`src/design/cmfs_pkg.sv`:
```
// Purpose: Shared constants and types for the CAN transceiver mode and fail-safe controller
// Assumes: 250 MHz mclk, AXI4-Lite register access with 32-bit data
// Notes: Mode codes, register map, timeout figures and bus carriers live here
package cmfs_pkg;

    // Operating modes of the transceiver
    typedef enum logic [1:0] {
        MODE_PWRDN  = 2'b00, // Digital supply absent, all off
        MODE_NORMAL = 2'b01, // Transmit and receive
        MODE_RXONLY = 2'b10, // Receive only, selected by mode select
        MODE_FORCED = 2'b11  // Receive only, transmitter supply absent
    } cmfs_mode_e;

    // Clock and dominant timeout figures
    localparam int CLK_PERIOD_NS = 4;
    localparam int DOM_TO_MIN_MS = 1;
    localparam int DOM_TO_MAX_MS = 4;
    localparam int NS_PER_MS = 1_000_000;
    // Least time rounds up to whole cycles
    localparam int DOM_TO_CYCLES = (DOM_TO_MIN_MS * NS_PER_MS + CLK_PERIOD_NS - 1) / CLK_PERIOD_NS;
    localparam int DOM_CNT_W = 18;

    // Register map, byte addresses
    localparam int ADDR_W = 8;
    localparam logic [ADDR_W-1:0] REG_CTRL_OFS = 8'h00;
    localparam logic [ADDR_W-1:0] REG_STATUS_OFS = 8'h04;
    // Control fields
    localparam int CTRL_RXONLY_BIT = 0;
    localparam logic CTRL_RXONLY_RST = 1'b0;
    // Status fields
    localparam int STAT_MODE_LSB = 0;
    localparam int STAT_TXEN_BIT = 2;
    localparam int STAT_DOMTO_BIT = 3;
    localparam int STAT_OT_BIT = 4;
    localparam int STAT_TOSEEN_BIT = 5;
    // Bus responses
    localparam logic [1:0] RESP_OKAY = 2'b00;
    localparam logic [1:0] RESP_SLVERR = 2'b10;
    localparam logic [31:0] RDATA_ZERO = 32'h0000_0000;

    // Synchroniser reset values: supplies absent, mode select low, no overtemperature
    localparam logic [3:0] SYNC_RST_VAL = 4'h0;

    // AXI4-Lite master to slave
    typedef struct packed {
        logic awvalid;
        logic [ADDR_W-1:0] awaddr;
        logic wvalid;
        logic [31:0] wdata;
        logic [3:0] wstrb;
        logic bready;
        logic arvalid;
        logic [ADDR_W-1:0] araddr;
        logic rready;
    } cmfs_axi_req_s;

    // AXI4-Lite slave to master
    typedef struct packed {
        logic awready;
        logic wready;
        logic bvalid;
        logic [1:0] bresp;
        logic arready;
        logic rvalid;
        logic [31:0] rdata;
        logic [1:0] rresp;
    } cmfs_axi_rsp_s;

    // Analog front end controls
    typedef struct packed {
        logic txEnable;  // Transmitter connected
        logic txDrive;   // Drive dominant on the bus
        logic rxOn;      // Normal receiver active
        logic biasHalf;  // Bus bias at half transmitter supply
        logic biasGnd;   // Bus bias at ground
    } cmfs_afe_s;

endpackage : cmfs_pkg

```
`src/design/cmfs_ctrl.sv`:
```
// Purpose: Mode selection and fail-safe transmitter gating for a high-speed CAN transceiver
// Assumes: Supply-good and temperature flags are digital, txd and bus level synchronous to mclk
// Notes: Registers over AXI4-Lite; dominant timeout length is a parameter for short sims
// Operation
// - Digital supply up: pick normal, receive-only or forced
// - Digital supply lost: power-down from any mode
// - Mode select read only with digital supply
// - Normal with mode select high: receive-only
// - Normal or receive-only needs transmitter supply
// - Transmitter supply loss: block, forced receive-only
// - Forced mode keeps receiving, watches transmitter supply
// - Supply back, mode select low: normal
// - Open pins: select low, txd high
// - Long dominant txd disables transmitter
// - Receiver stays active during dominant timeout
// - Only txd rising edge releases timeout
// - Overtemperature disables transmitter, normal mode only
// - Cooling down re-enables transmitter automatically
// - Dominant timeout between 1 and 4 ms
// - Forced mode: ground bias, no timeout, overtemperature
// - Receive-only modes ignore txd
//
// The implementer's own choices: register access over AXI4-Lite and the register offsets.
`timescale 1ns/10ps
module cmfs_ctrl
    import cmfs_pkg::*;
#(
    parameter int DOM_TO_LIMIT = DOM_TO_CYCLES
) (
    // Clock and reset
    input wire logic mclk,
    input wire logic sys_rst,
    // Supply and temperature monitors
    input wire logic digitalSupplyGood,
    input wire logic transmitterSupplyGood,
    input wire logic overTempIn,
    // Protocol controller side
    input wire logic modeSelectIn,
    input wire logic txdIn,
    output logic rxdOut,
    // Bus receiver comparator
    input wire logic busDominantIn,
    // Analog front end controls
    output cmfs_afe_s afeOut,
    // Register bus
    input wire cmfs_axi_req_s axiReq,
    output cmfs_axi_rsp_s axiRsp
);

    // Whole module state
    typedef struct packed {
        cmfs_mode_e mode;
        logic [DOM_CNT_W-1:0] domCnt;  // Cycles txd has stayed low
        logic domTo;                   // Dominant timeout latched
        logic txdPrev;                 // Txd in the previous cycle
        logic toSeen;                  // Sticky timeout record
        logic ctrlRxOnly;              // Software receive-only request
        logic rxd;
        cmfs_afe_s afe;
        logic awSeen;
        logic [ADDR_W-1:0] awAddr;
        logic wSeen;
        logic [31:0] wData;
        logic [3:0] wStrb;
        logic bValid;
        logic [1:0] bResp;
        logic rValid;
        logic [31:0] rData;
        logic [1:0] rResp;
    } cmfs_state_s;

    cmfs_state_s st_r;   // Registered state
    cmfs_state_s st_nxt; // Next state
    logic [3:0] syncVec; // Synchronised monitors
    logic vioS;          // Digital supply good
    logic vccS;          // Transmitter supply good
    logic otS;           // Overtemperature
    logic msS;           // Mode select pin
    logic selHigh;       // Effective mode select
    logic awHs;
    logic wHs;
    logic arHs;
    logic [31:0] statusWord;
    localparam logic [DOM_CNT_W-1:0] DOM_LIM = DOM_CNT_W'(DOM_TO_LIMIT - 1);

    // Monitor and mode select synchronisers
    cmfs_sync #(.W(4), .RST_VAL(SYNC_RST_VAL)) u_sync (
        .mclk(mclk),
        .sys_rst(sys_rst),
        .asyncIn({overTempIn, modeSelectIn, transmitterSupplyGood, digitalSupplyGood}),
        .syncOut(syncVec)
    );
    assign vioS = syncVec[0];
    assign vccS = syncVec[1];
    assign msS = syncVec[2];
    assign otS = syncVec[3];
    // Register bit can also request receive-only
    assign selHigh = msS | st_r.ctrlRxOnly;

    // Bus handshakes
    assign awHs = axiReq.awvalid & ~st_r.awSeen & ~st_r.bValid;
    assign wHs = axiReq.wvalid & ~st_r.wSeen & ~st_r.bValid;
    assign arHs = axiReq.arvalid & ~st_r.rValid;

    // Status word
    always_comb begin
        statusWord = RDATA_ZERO;
        statusWord[STAT_MODE_LSB +: 2] = st_r.mode;
        statusWord[STAT_TXEN_BIT] = st_r.afe.txEnable;
        statusWord[STAT_DOMTO_BIT] = st_r.domTo;
        statusWord[STAT_OT_BIT] = otS;
        statusWord[STAT_TOSEEN_BIT] = st_r.toSeen;
    end

    // Next state
    always_comb begin
        st_nxt = st_r;
        // Mode machine; without digital supply nothing else is looked at
        if (!vioS) begin
            st_nxt.mode = MODE_PWRDN;
        end else begin
            unique case (st_r.mode)
                MODE_PWRDN: begin
                    // Power-up choice
                    if (!vccS) begin
                        st_nxt.mode = MODE_FORCED;
                    end else if (selHigh) begin
                        st_nxt.mode = MODE_RXONLY;
                    end else begin
                        st_nxt.mode = MODE_NORMAL;
                    end
                end
                MODE_NORMAL: begin
                    if (!vccS) begin
                        st_nxt.mode = MODE_FORCED;
                    end else if (selHigh) begin
                        st_nxt.mode = MODE_RXONLY;
                    end
                end
                MODE_RXONLY: begin
                    if (!vccS) begin
                        st_nxt.mode = MODE_FORCED;
                    end else if (!selHigh) begin
                        st_nxt.mode = MODE_NORMAL;
                    end
                end
                MODE_FORCED: begin
                    // Leave only once the transmitter supply is back
                    if (vccS) begin
                        st_nxt.mode = selHigh ? MODE_RXONLY : MODE_NORMAL;
                    end
                end
            endcase
        end
        // Dominant timeout counts only in normal mode
        st_nxt.txdPrev = txdIn;
        if (st_r.mode == MODE_NORMAL && !txdIn) begin
            if (st_r.domCnt == DOM_LIM) begin
                st_nxt.domTo = 1'b1;
            end else begin
                st_nxt.domCnt = st_r.domCnt + 1'b1;
            end
        end else begin
            st_nxt.domCnt = '0;
        end
        // Only a low-to-high txd edge releases the transmitter
        if (txdIn && !st_r.txdPrev) begin
            st_nxt.domTo = 1'b0;
        end
        // Front end controls from the next mode
        st_nxt.afe.rxOn = (st_nxt.mode != MODE_PWRDN);
        st_nxt.afe.biasHalf = (st_nxt.mode == MODE_NORMAL) || (st_nxt.mode == MODE_RXONLY);
        st_nxt.afe.biasGnd = (st_nxt.mode == MODE_FORCED);
        // Overtemperature gates only in normal mode, releases when the flag drops
        st_nxt.afe.txEnable = (st_nxt.mode == MODE_NORMAL) && !st_nxt.domTo && !otS;
        // Txd reaches the bus only while enabled
        st_nxt.afe.txDrive = st_nxt.afe.txEnable && !txdIn;
        // Receive output follows the bus whenever the receiver is on
        st_nxt.rxd = st_nxt.afe.rxOn ? !busDominantIn : 1'b1;
        // Write channel capture
        if (awHs) begin
            st_nxt.awSeen = 1'b1;
            st_nxt.awAddr = axiReq.awaddr;
        end
        if (wHs) begin
            st_nxt.wSeen = 1'b1;
            st_nxt.wData = axiReq.wdata;
            st_nxt.wStrb = axiReq.wstrb;
        end
        // Response retires on bready
        if (st_r.bValid && axiReq.bready) begin
            st_nxt.bValid = 1'b0;
        end
        // Write commit, then sticky timeout record: a new timeout beats a clear in the same cycle
        if (st_r.awSeen && st_r.wSeen && !st_r.bValid) begin
            st_nxt.awSeen = 1'b0;
            st_nxt.wSeen = 1'b0;
            st_nxt.bValid = 1'b1;
            st_nxt.bResp = RESP_OKAY;
            if (st_r.awAddr == REG_CTRL_OFS) begin
                if (st_r.wStrb[0]) begin
                    st_nxt.ctrlRxOnly = st_r.wData[CTRL_RXONLY_BIT];
                end
            end else if (st_r.awAddr == REG_STATUS_OFS) begin
                if (st_r.wStrb[0] && st_r.wData[STAT_TOSEEN_BIT]) begin
                    st_nxt.toSeen = 1'b0;
                end
            end else begin
                st_nxt.bResp = RESP_SLVERR;
            end
        end
        if (st_nxt.domTo && !st_r.domTo) begin
            st_nxt.toSeen = 1'b1;
        end
        // Read channel
        if (st_r.rValid && axiReq.rready) begin
            st_nxt.rValid = 1'b0;
        end
        if (arHs) begin
            st_nxt.rValid = 1'b1;
            st_nxt.rResp = RESP_OKAY;
            if (axiReq.araddr == REG_CTRL_OFS) begin
                st_nxt.rData = RDATA_ZERO;
                st_nxt.rData[CTRL_RXONLY_BIT] = st_r.ctrlRxOnly;
            end else if (axiReq.araddr == REG_STATUS_OFS) begin
                st_nxt.rData = statusWord;
            end else begin
                st_nxt.rData = RDATA_ZERO;
                st_nxt.rResp = RESP_SLVERR;
            end
        end
    end

    // State register, reset to power-down with all drivers off
    always_ff @(posedge mclk) begin
        if (sys_rst) begin
            st_r <= '0;
            st_r.mode <= MODE_PWRDN;
            st_r.txdPrev <= 1'b1;
            st_r.ctrlRxOnly <= CTRL_RXONLY_RST;
            st_r.rxd <= 1'b1;
        end else begin
            st_r <= st_nxt;
        end
    end

    // Outputs
    assign rxdOut = st_r.rxd;
    assign afeOut = st_r.afe;
    always_comb begin
        axiRsp.awready = ~st_r.awSeen & ~st_r.bValid;
        axiRsp.wready = ~st_r.wSeen & ~st_r.bValid;
        axiRsp.bvalid = st_r.bValid;
        axiRsp.bresp = st_r.bResp;
        axiRsp.arready = ~st_r.rValid;
        axiRsp.rvalid = st_r.rValid;
        axiRsp.rdata = st_r.rData;
        axiRsp.rresp = st_r.rResp;
    end
endmodule : cmfs_ctrl

```
`src/design/cmfs_sync.sv`:
```
// Purpose: Two-flop synchroniser, one lane per bit
// Assumes: Synchronous active-high reset
// Notes: First stage is read only by the second stage
`timescale 1ns/10ps
module cmfs_sync
    import cmfs_pkg::*;
#(
    parameter int W = 4,
    parameter logic [W-1:0] RST_VAL = '0
) (
    // Clock and reset
    input wire logic mclk,
    input wire logic sys_rst,
    // Data
    input wire logic [W-1:0] asyncIn,
    output logic [W-1:0] syncOut
);

    // One pair of flops per lane
    genvar i;
    generate
        for (i = 0; i < W; i++) begin : g_lane
            logic meta_r; // First stage
            logic stab_r; // Second stage
            // Reset to the pin's idle level, then chain the two stages
            always_ff @(posedge mclk) begin
                if (sys_rst) begin
                    meta_r <= RST_VAL[i];
                    stab_r <= RST_VAL[i];
                end else begin
                    meta_r <= asyncIn[i];
                    stab_r <= meta_r;
                end
            end
            assign syncOut[i] = stab_r;
        end
    endgenerate

endmodule : cmfs_sync

```
`config.mk`:
```
export PLATFORM = sky130hd
export DESIGN_NAME = cmfs_ctrl
export DESIGN_NICKNAME = d
export VERILOG_FILES = /design/src/design/cmfs_pkg.sv /design/src/design/cmfs_ctrl.sv /design/src/design/cmfs_sync.sv
export SDC_FILE = /design/constraint.sdc
export NUM_CORES = 1
export LEC_CHECK = 0
export BUFFER_PORTS_ARGS = -buffer_cell sky130_fd_sc_hd__clkbuf_2
export CORE_UTILIZATION = 35
export CTS_CLUSTER_SIZE = 40
export DETAILED_ROUTE_END_ITERATION = 10
export HOLD_SLACK_MARGIN = 0.12
export PLACE_DENSITY_LB_ADDON = 0.1
export SYNTH_ARGS = -nofsm -noshare
export SYNTH_HDL_FRONTEND = slang
export SYNTH_HIERARCHICAL = 1
export SYNTH_SLANG_ARGS = --single-unit
```
`constraint.sdc`:
```
create_clock -name mclk -period 1.7 [get_ports mclk]
set_input_delay 0.17 -clock mclk [delete_from_list [all_inputs] [get_ports mclk]]
set_output_delay 0.17 -clock mclk [all_outputs]
set_load 0.005 [all_outputs]
```
Word-level counts from Yosys, hierarchy flattened
Cells that the tools add are included.
{ "op_classes": {"add_sub_neg": 1, "muxes": 29, "bitwise_logic": 14, "reduce_logical": 33, "n_eq_ne": 10} }
{ "ops": {"columns": ["op", "n"], "rows": [
  ["two-way mux 35 bit", 1],
  ["two-way mux 32 bit", 1],
  ["two-way mux 2 bit", 13],
  ["adder 18 x 1 -> 18 bit, second input constant", 1],
  ["== test 18 bit, second input constant", 1],
  ["== test 8 x 3 -> 1 bit, second input constant", 2],
  ["logical NOT 8 bit", 2],
  ["nonzero test 2 bit", 6],
  ["logical AND 1 bit", 11],
  ["two-way mux 1 bit", 11],
  ["== test 2 bit, second input constant", 4],
  ["case mux 2 bit (4 select lines)", 1],
  ["bitwise AND 1 bit", 7],
  ["logical NOT 1 bit", 7],
  ["two-way mux 6 bit", 1],
  ["inverter 1 bit", 6],
  ["OR reduction 2 bit", 3],
  ["== test 2 x 1 -> 1 bit, second input constant", 2],
  ["AND reduction 4 bit", 1],
  ["two-way mux 3 bit", 1],
  ["AND reduction 3 bit", 1],
  ["logical NOT 2 bit", 1],
  ["inequality test 2 x 1 -> 1 bit, second input constant", 1],
  ["logical OR 1 bit", 1],
  ["bitwise OR 1 bit", 1]
]} }
{ "totals": {"elab_cells": 117, "output_inout_bits": 47, "inputBits": 65, "reg_bits": 93} }

Logic depth before layout (Yosys ltp)
{ "depth": {"depth_word": 9, "depth_mapped": 8} }

Cells and area by module
The synthesis kept the hierarchy.
{ "by_module_without_submodules": {"columns": ["mod", "n_inst", "cells_each", "seq_area_each_um2", "area_each_um2"], "rows": [
  ["cmfs_ctrl", 1, 287, 1061.0, 2491.1],
  ["cmfs_sync", 1, 20, 160.2, 240.2]
]} }

Worst setup path before layout
No wires, ideal clock.
{ "synth_timing": {"path_kind": "reg2reg", "from": "register st_r[78] (netlist name)", "to": "register st_r[91] (netlist name)", "path_buffers": 0, "setup_slack_ns": 0.045, "required_time_ns": 1.566, "t_arrival_ns": 1.521, "setup_time_ns": 0.134, "synth_period_minus_slack_ns": 1.655, "path_stages_with_launch": 5, "cell_sequence": "dfxtp_1 or4_1 or2_2 o311ai_0 o31ai_1"} }
{ "synth_between": {"elab_chain_cells": 3} }
{ "synth_rtl": {"columns": ["element", "line_no", "source"], "rows": [
  ["start, declared", "cmfs_ctrl.sv:72", "cmfs_state_s st_r;"],
  ["start signal, assigned", "cmfs_ctrl.sv:243", "st_r <= st_nxt;"],
  ["== test 8 x 3 -> 1 bit / logical NOT 8 bit (equally long branches)", "cmfs_ctrl.sv:204, cmfs_ctrl.sv:200", null],
  ["nonzero test 2 bit (no source line) / inequality test 2 x 1 -> 1 bit (equally long branches)", null, null],
  ["AND reduction 4 bit (no source line) *", null, null]
]} }
Every way passes the cells marked *; elsewhere a longest branch is shown, timed or not.
A chain may end at the register's enable or synchronous reset.

Worst setup path in the final report
Ends and elaborated chain as after synthesis.

==> flow_metrics.tcl <==
set metrics [dict create \
    die_h_um 90.3 \
    area_growth_pct 23.7 \
    start_kind "flip-flop" \
    num-nets-final 446 \
    grt_overflow 0 \
    crit_slowest_cell "or4_1" \
    diodes 0 \
    cpLargestDelayFamily "simple AND/OR/NAND/NOR gates" \
    min_period_ns 1.63 \
    period_share_pct 95.6 \
    cts-root-buf "clkbuf_8" \
    power_density_nw_per_um2 891 \
    drt_wl_total_um 5460 \
    maxCapViolations 0 \
    report.final.setup_viol 0 \
    status "complete, no violations" \
    grt_pass1_vias 2002 \
    p_sw_w 0.000698 \
    drive_gt1_share_pct 24.3 \
    intPower_w 0.00231 \
    final_max_slew_viol_count 0 \
    yosysSeqAreaShare_pct 44.7 \
    worst_setup_path_end_kind "flip-flop" \
    clock_skew_ns 0.00798 \
    timing.fmax_mhz 615 \
    dieArea_um2 8160 \
    ys.flop_type "dfxtp_1" \
    clock_power_share_pct 41.9 \
    hold_path_class "in2reg" \
    power.share.switching_pct 23.2 \
    antenna_found_initial 0 \
    wl_per_cell_um 11.4 \
    worstSkewPairLatency_ns 0.33 \
    rsz0062_at_grt "yes" \
    cp_slowest_stage_delay_ns 0.57 \
    grt_pass1_wl_um 9230 \
    io_pins 112 \
    num_vias 2088 \
    cts_tree "yes" \
    syn_inst 307 \
    place_congestion 0.741 \
    htree_levels 3 \
    viasPerCell 4.34 \
    async_reset_ff_share_pct 0 \
    fillers 731 \
    route.detailed.drc 0 \
    ys_ff_latch 61 \
    drt_iter0_markers 71 \
    grt_util_all_layers_pct 14.1 \
    drt_first_pass_iters 4 \
    required_ns 1.91 \
    path_buf_inv 0 \
    clock_sinks 61 \
    io_buffers 50 \
    cp_max_fo 2 \
    hpwl_um 3800 \
    finalHoldViolCount 0 \
    synth.cell_area_um2 2730 \
    p_leak_nw 1.42 \
    ir_worst_vdd_uv 394 \
    detail-route-antenna-nets 0 \
    cp.arrival_ns 1.84 \
    initial_core_util_pct 36.9 \
    critical_path.cell_chain "or4_1 -> or2_4 -> o311ai_4 -> o31ai_1" \
    syn_area_per_cell_um2 8.90 \
    crit_type "reg2reg" \
    synth_edf_count 0 \
    power_frac_seq_pct 49.7 \
    ys_types 41 \
    finalPower_w 0.00301 \
    whs_ns 0.142 \
    yosysWarnings 6 \
    clk_pin_slew_ns 0.07 \
    combPwrFrac_pct 8.3 \
    dieWidth_um 90.3 \
    rows 31 \
    coreArea_um2 7410 \
    clockBufferDepth 2 \
    grt_max_degree 39 \
    cts_buffers 9 \
]
==> routing by layer <==
layer  routed length (um)  vias up  global-route usage (%)
met4                   80        0                    5.65
met2                 2310       65                    21.6
met5                    0        -                       0
li1                     -     1117                       -
met1                 2830      898                    19.1
met3                  231        8                    3.11
==> what timing repair did <==
action / CTS / global route
pin swaps: 1 / 1
cloned: 0 / 0
buffers inserted: 0 / 0
resized for setup: 2 / 7
setup endpoints to repair: 1 / 7
hold endpoints to repair: 20 / 0
hold buffers: 21 / 0
==> cell usage after synthesis (5+ instances only) <==
cell	instances	area share, %
nand4_1	5	1.1
or3_1	8	1.8
a21oi_1	19	3.5
a32oi_1	5	1.6
nor2_1	28	3.8
mux2i_1	7	2.6
o21ai_0	9	1.6
nand2_1	31	4.3
nand2b_1	7	1.6
inv_1	6	0.82
buf_4	47	13
nand3_1	5	0.92
and4_1	5	1.6
dfxtp_1	61	45
clkbuf_1	8	1.1
nor2b_1	10	2.3
==> kinds of logic after synthesis <==
| family | synth area share, % |
|---|---|
| simple gates | 23.9 |
| flops | 44.7 |
| buf+inv | 14.8 |
| compound gates | 9.02 |
| xor+xnor | 2.57 |
| mux | 2.98 |
| fa+ha+maj | 1.83 |
| other cells | 0.137 |
==> worst min-delay path: cells and delay by family <==
kind            cells  cell delay, ns
compound gates      1            0.06
buf+inv             1            0.09
simple gates        1            0.11
==> cells in the final DEF, fill, tap and decap left out, types with 4 or more instances in the layout <==
| master | n |
|---|---|
| and2_1 | 4 |
| and4_1 | 5 |
| xor2_1 | 4 |
| dlygate4sd3_1 | 21 |
| nor2_1 | 28 |
| conb_1 | 28 |
| nand4_1 | 5 |
| inv_1 | 6 |
| buf_4 | 16 |
| o21ai_0 | 9 |
| mux2i_1 | 7 |
| ha_1 | 4 |
| nor2b_1 | 10 |
| nor3_1 | 4 |
| or3_1 | 8 |
| dfxtp_1 | 57 |
| a21oi_1 | 19 |
| dfxtp_2 | 4 |
| clkbuf_2 | 50 |
| clkbuf_8 | 10 |
| xnor2_1 | 4 |
| nand2b_1 | 7 |
| nand3_1 | 5 |
| a32oi_1 | 5 |
| nand2_1 | 31 |
==> stage by stage <==
| step | cells | setup TNS, ns | setup slack (ns) | util (%) | instance area, um2 |
|---|---|---|---|---|---|
| after CTS | 481 | 0 | 0.0223 | 45.3 | 3350 |
| after global routing | 481 | 0 | 0.0000242 | 45.6 | 3380 |
| final | 481 | 0 | 0.0741 | 45.6 | 3380 |
| after global placement | 444 | -0.112 | -0.112 | 39.7 | 2940 |
| after floorplan | 334 | 0 | 0.0447 | - | 2830 |
| after detailed placement | 444 | -0.144 | -0.144 | 39.7 | 2940 |
==> power groups by stage <==
| stage | clock, W | sequential (W) | combinational, W |
|---|---|---|---|
| after CTS | 0.00131 | 0.00150 | 0.000244 |
| after floorplan | 0 | 0.00152 | 0.000187 |
| after global placement | 0 | 0.00153 | 0.000203 |
| after detailed placement | 0 | 0.00153 | 0.000204 |
| after global routing | 0.00137 | 0.00150 | 0.000285 |
| final | 0.00126 | 0.00150 | 0.000250 |
==> area by class of cell <==
type,count,area [um2],area share (%)
multi-input cells,212,1230,36.5
clock buffers,12,145,4.30
well taps,99,124,3.67
repair buffers,87,581,17.2
flip-flops and latches,61,1230,36.3
inverters,6,22.5,0.667
clock inverters,4,47.5,1.41
==> path summary, 6_finish.rpt <==
check / end / slack [ns] / from / cells past startpoint
hold / removal: axiRsp[1] / 0.14 / axiReq[9] / 3
setup reg to reg: st_r[91] / 0.07 / st_r[78] / 4
hold reg to reg: u_sync/g_lane[0].stab_r / 0.44 / u_sync/g_lane[0].meta_r / 1
setup / recovery: st_r[91] / 0.07 / st_r[78] / 4
==> sequential cells by signal (all words and copies together), names as in the netlist <==
| signal | cells |
|---|---|
| st_r | 37 |
| u_sync/g_lane.meta_r | 4 |
| afeOut | 5 |
| u_sync/g_lane.stab_r | 4 |
| rxdOut | 1 |
| axiRsp | 10 |
Note: power is estimated with default switching activity, not from simulation.
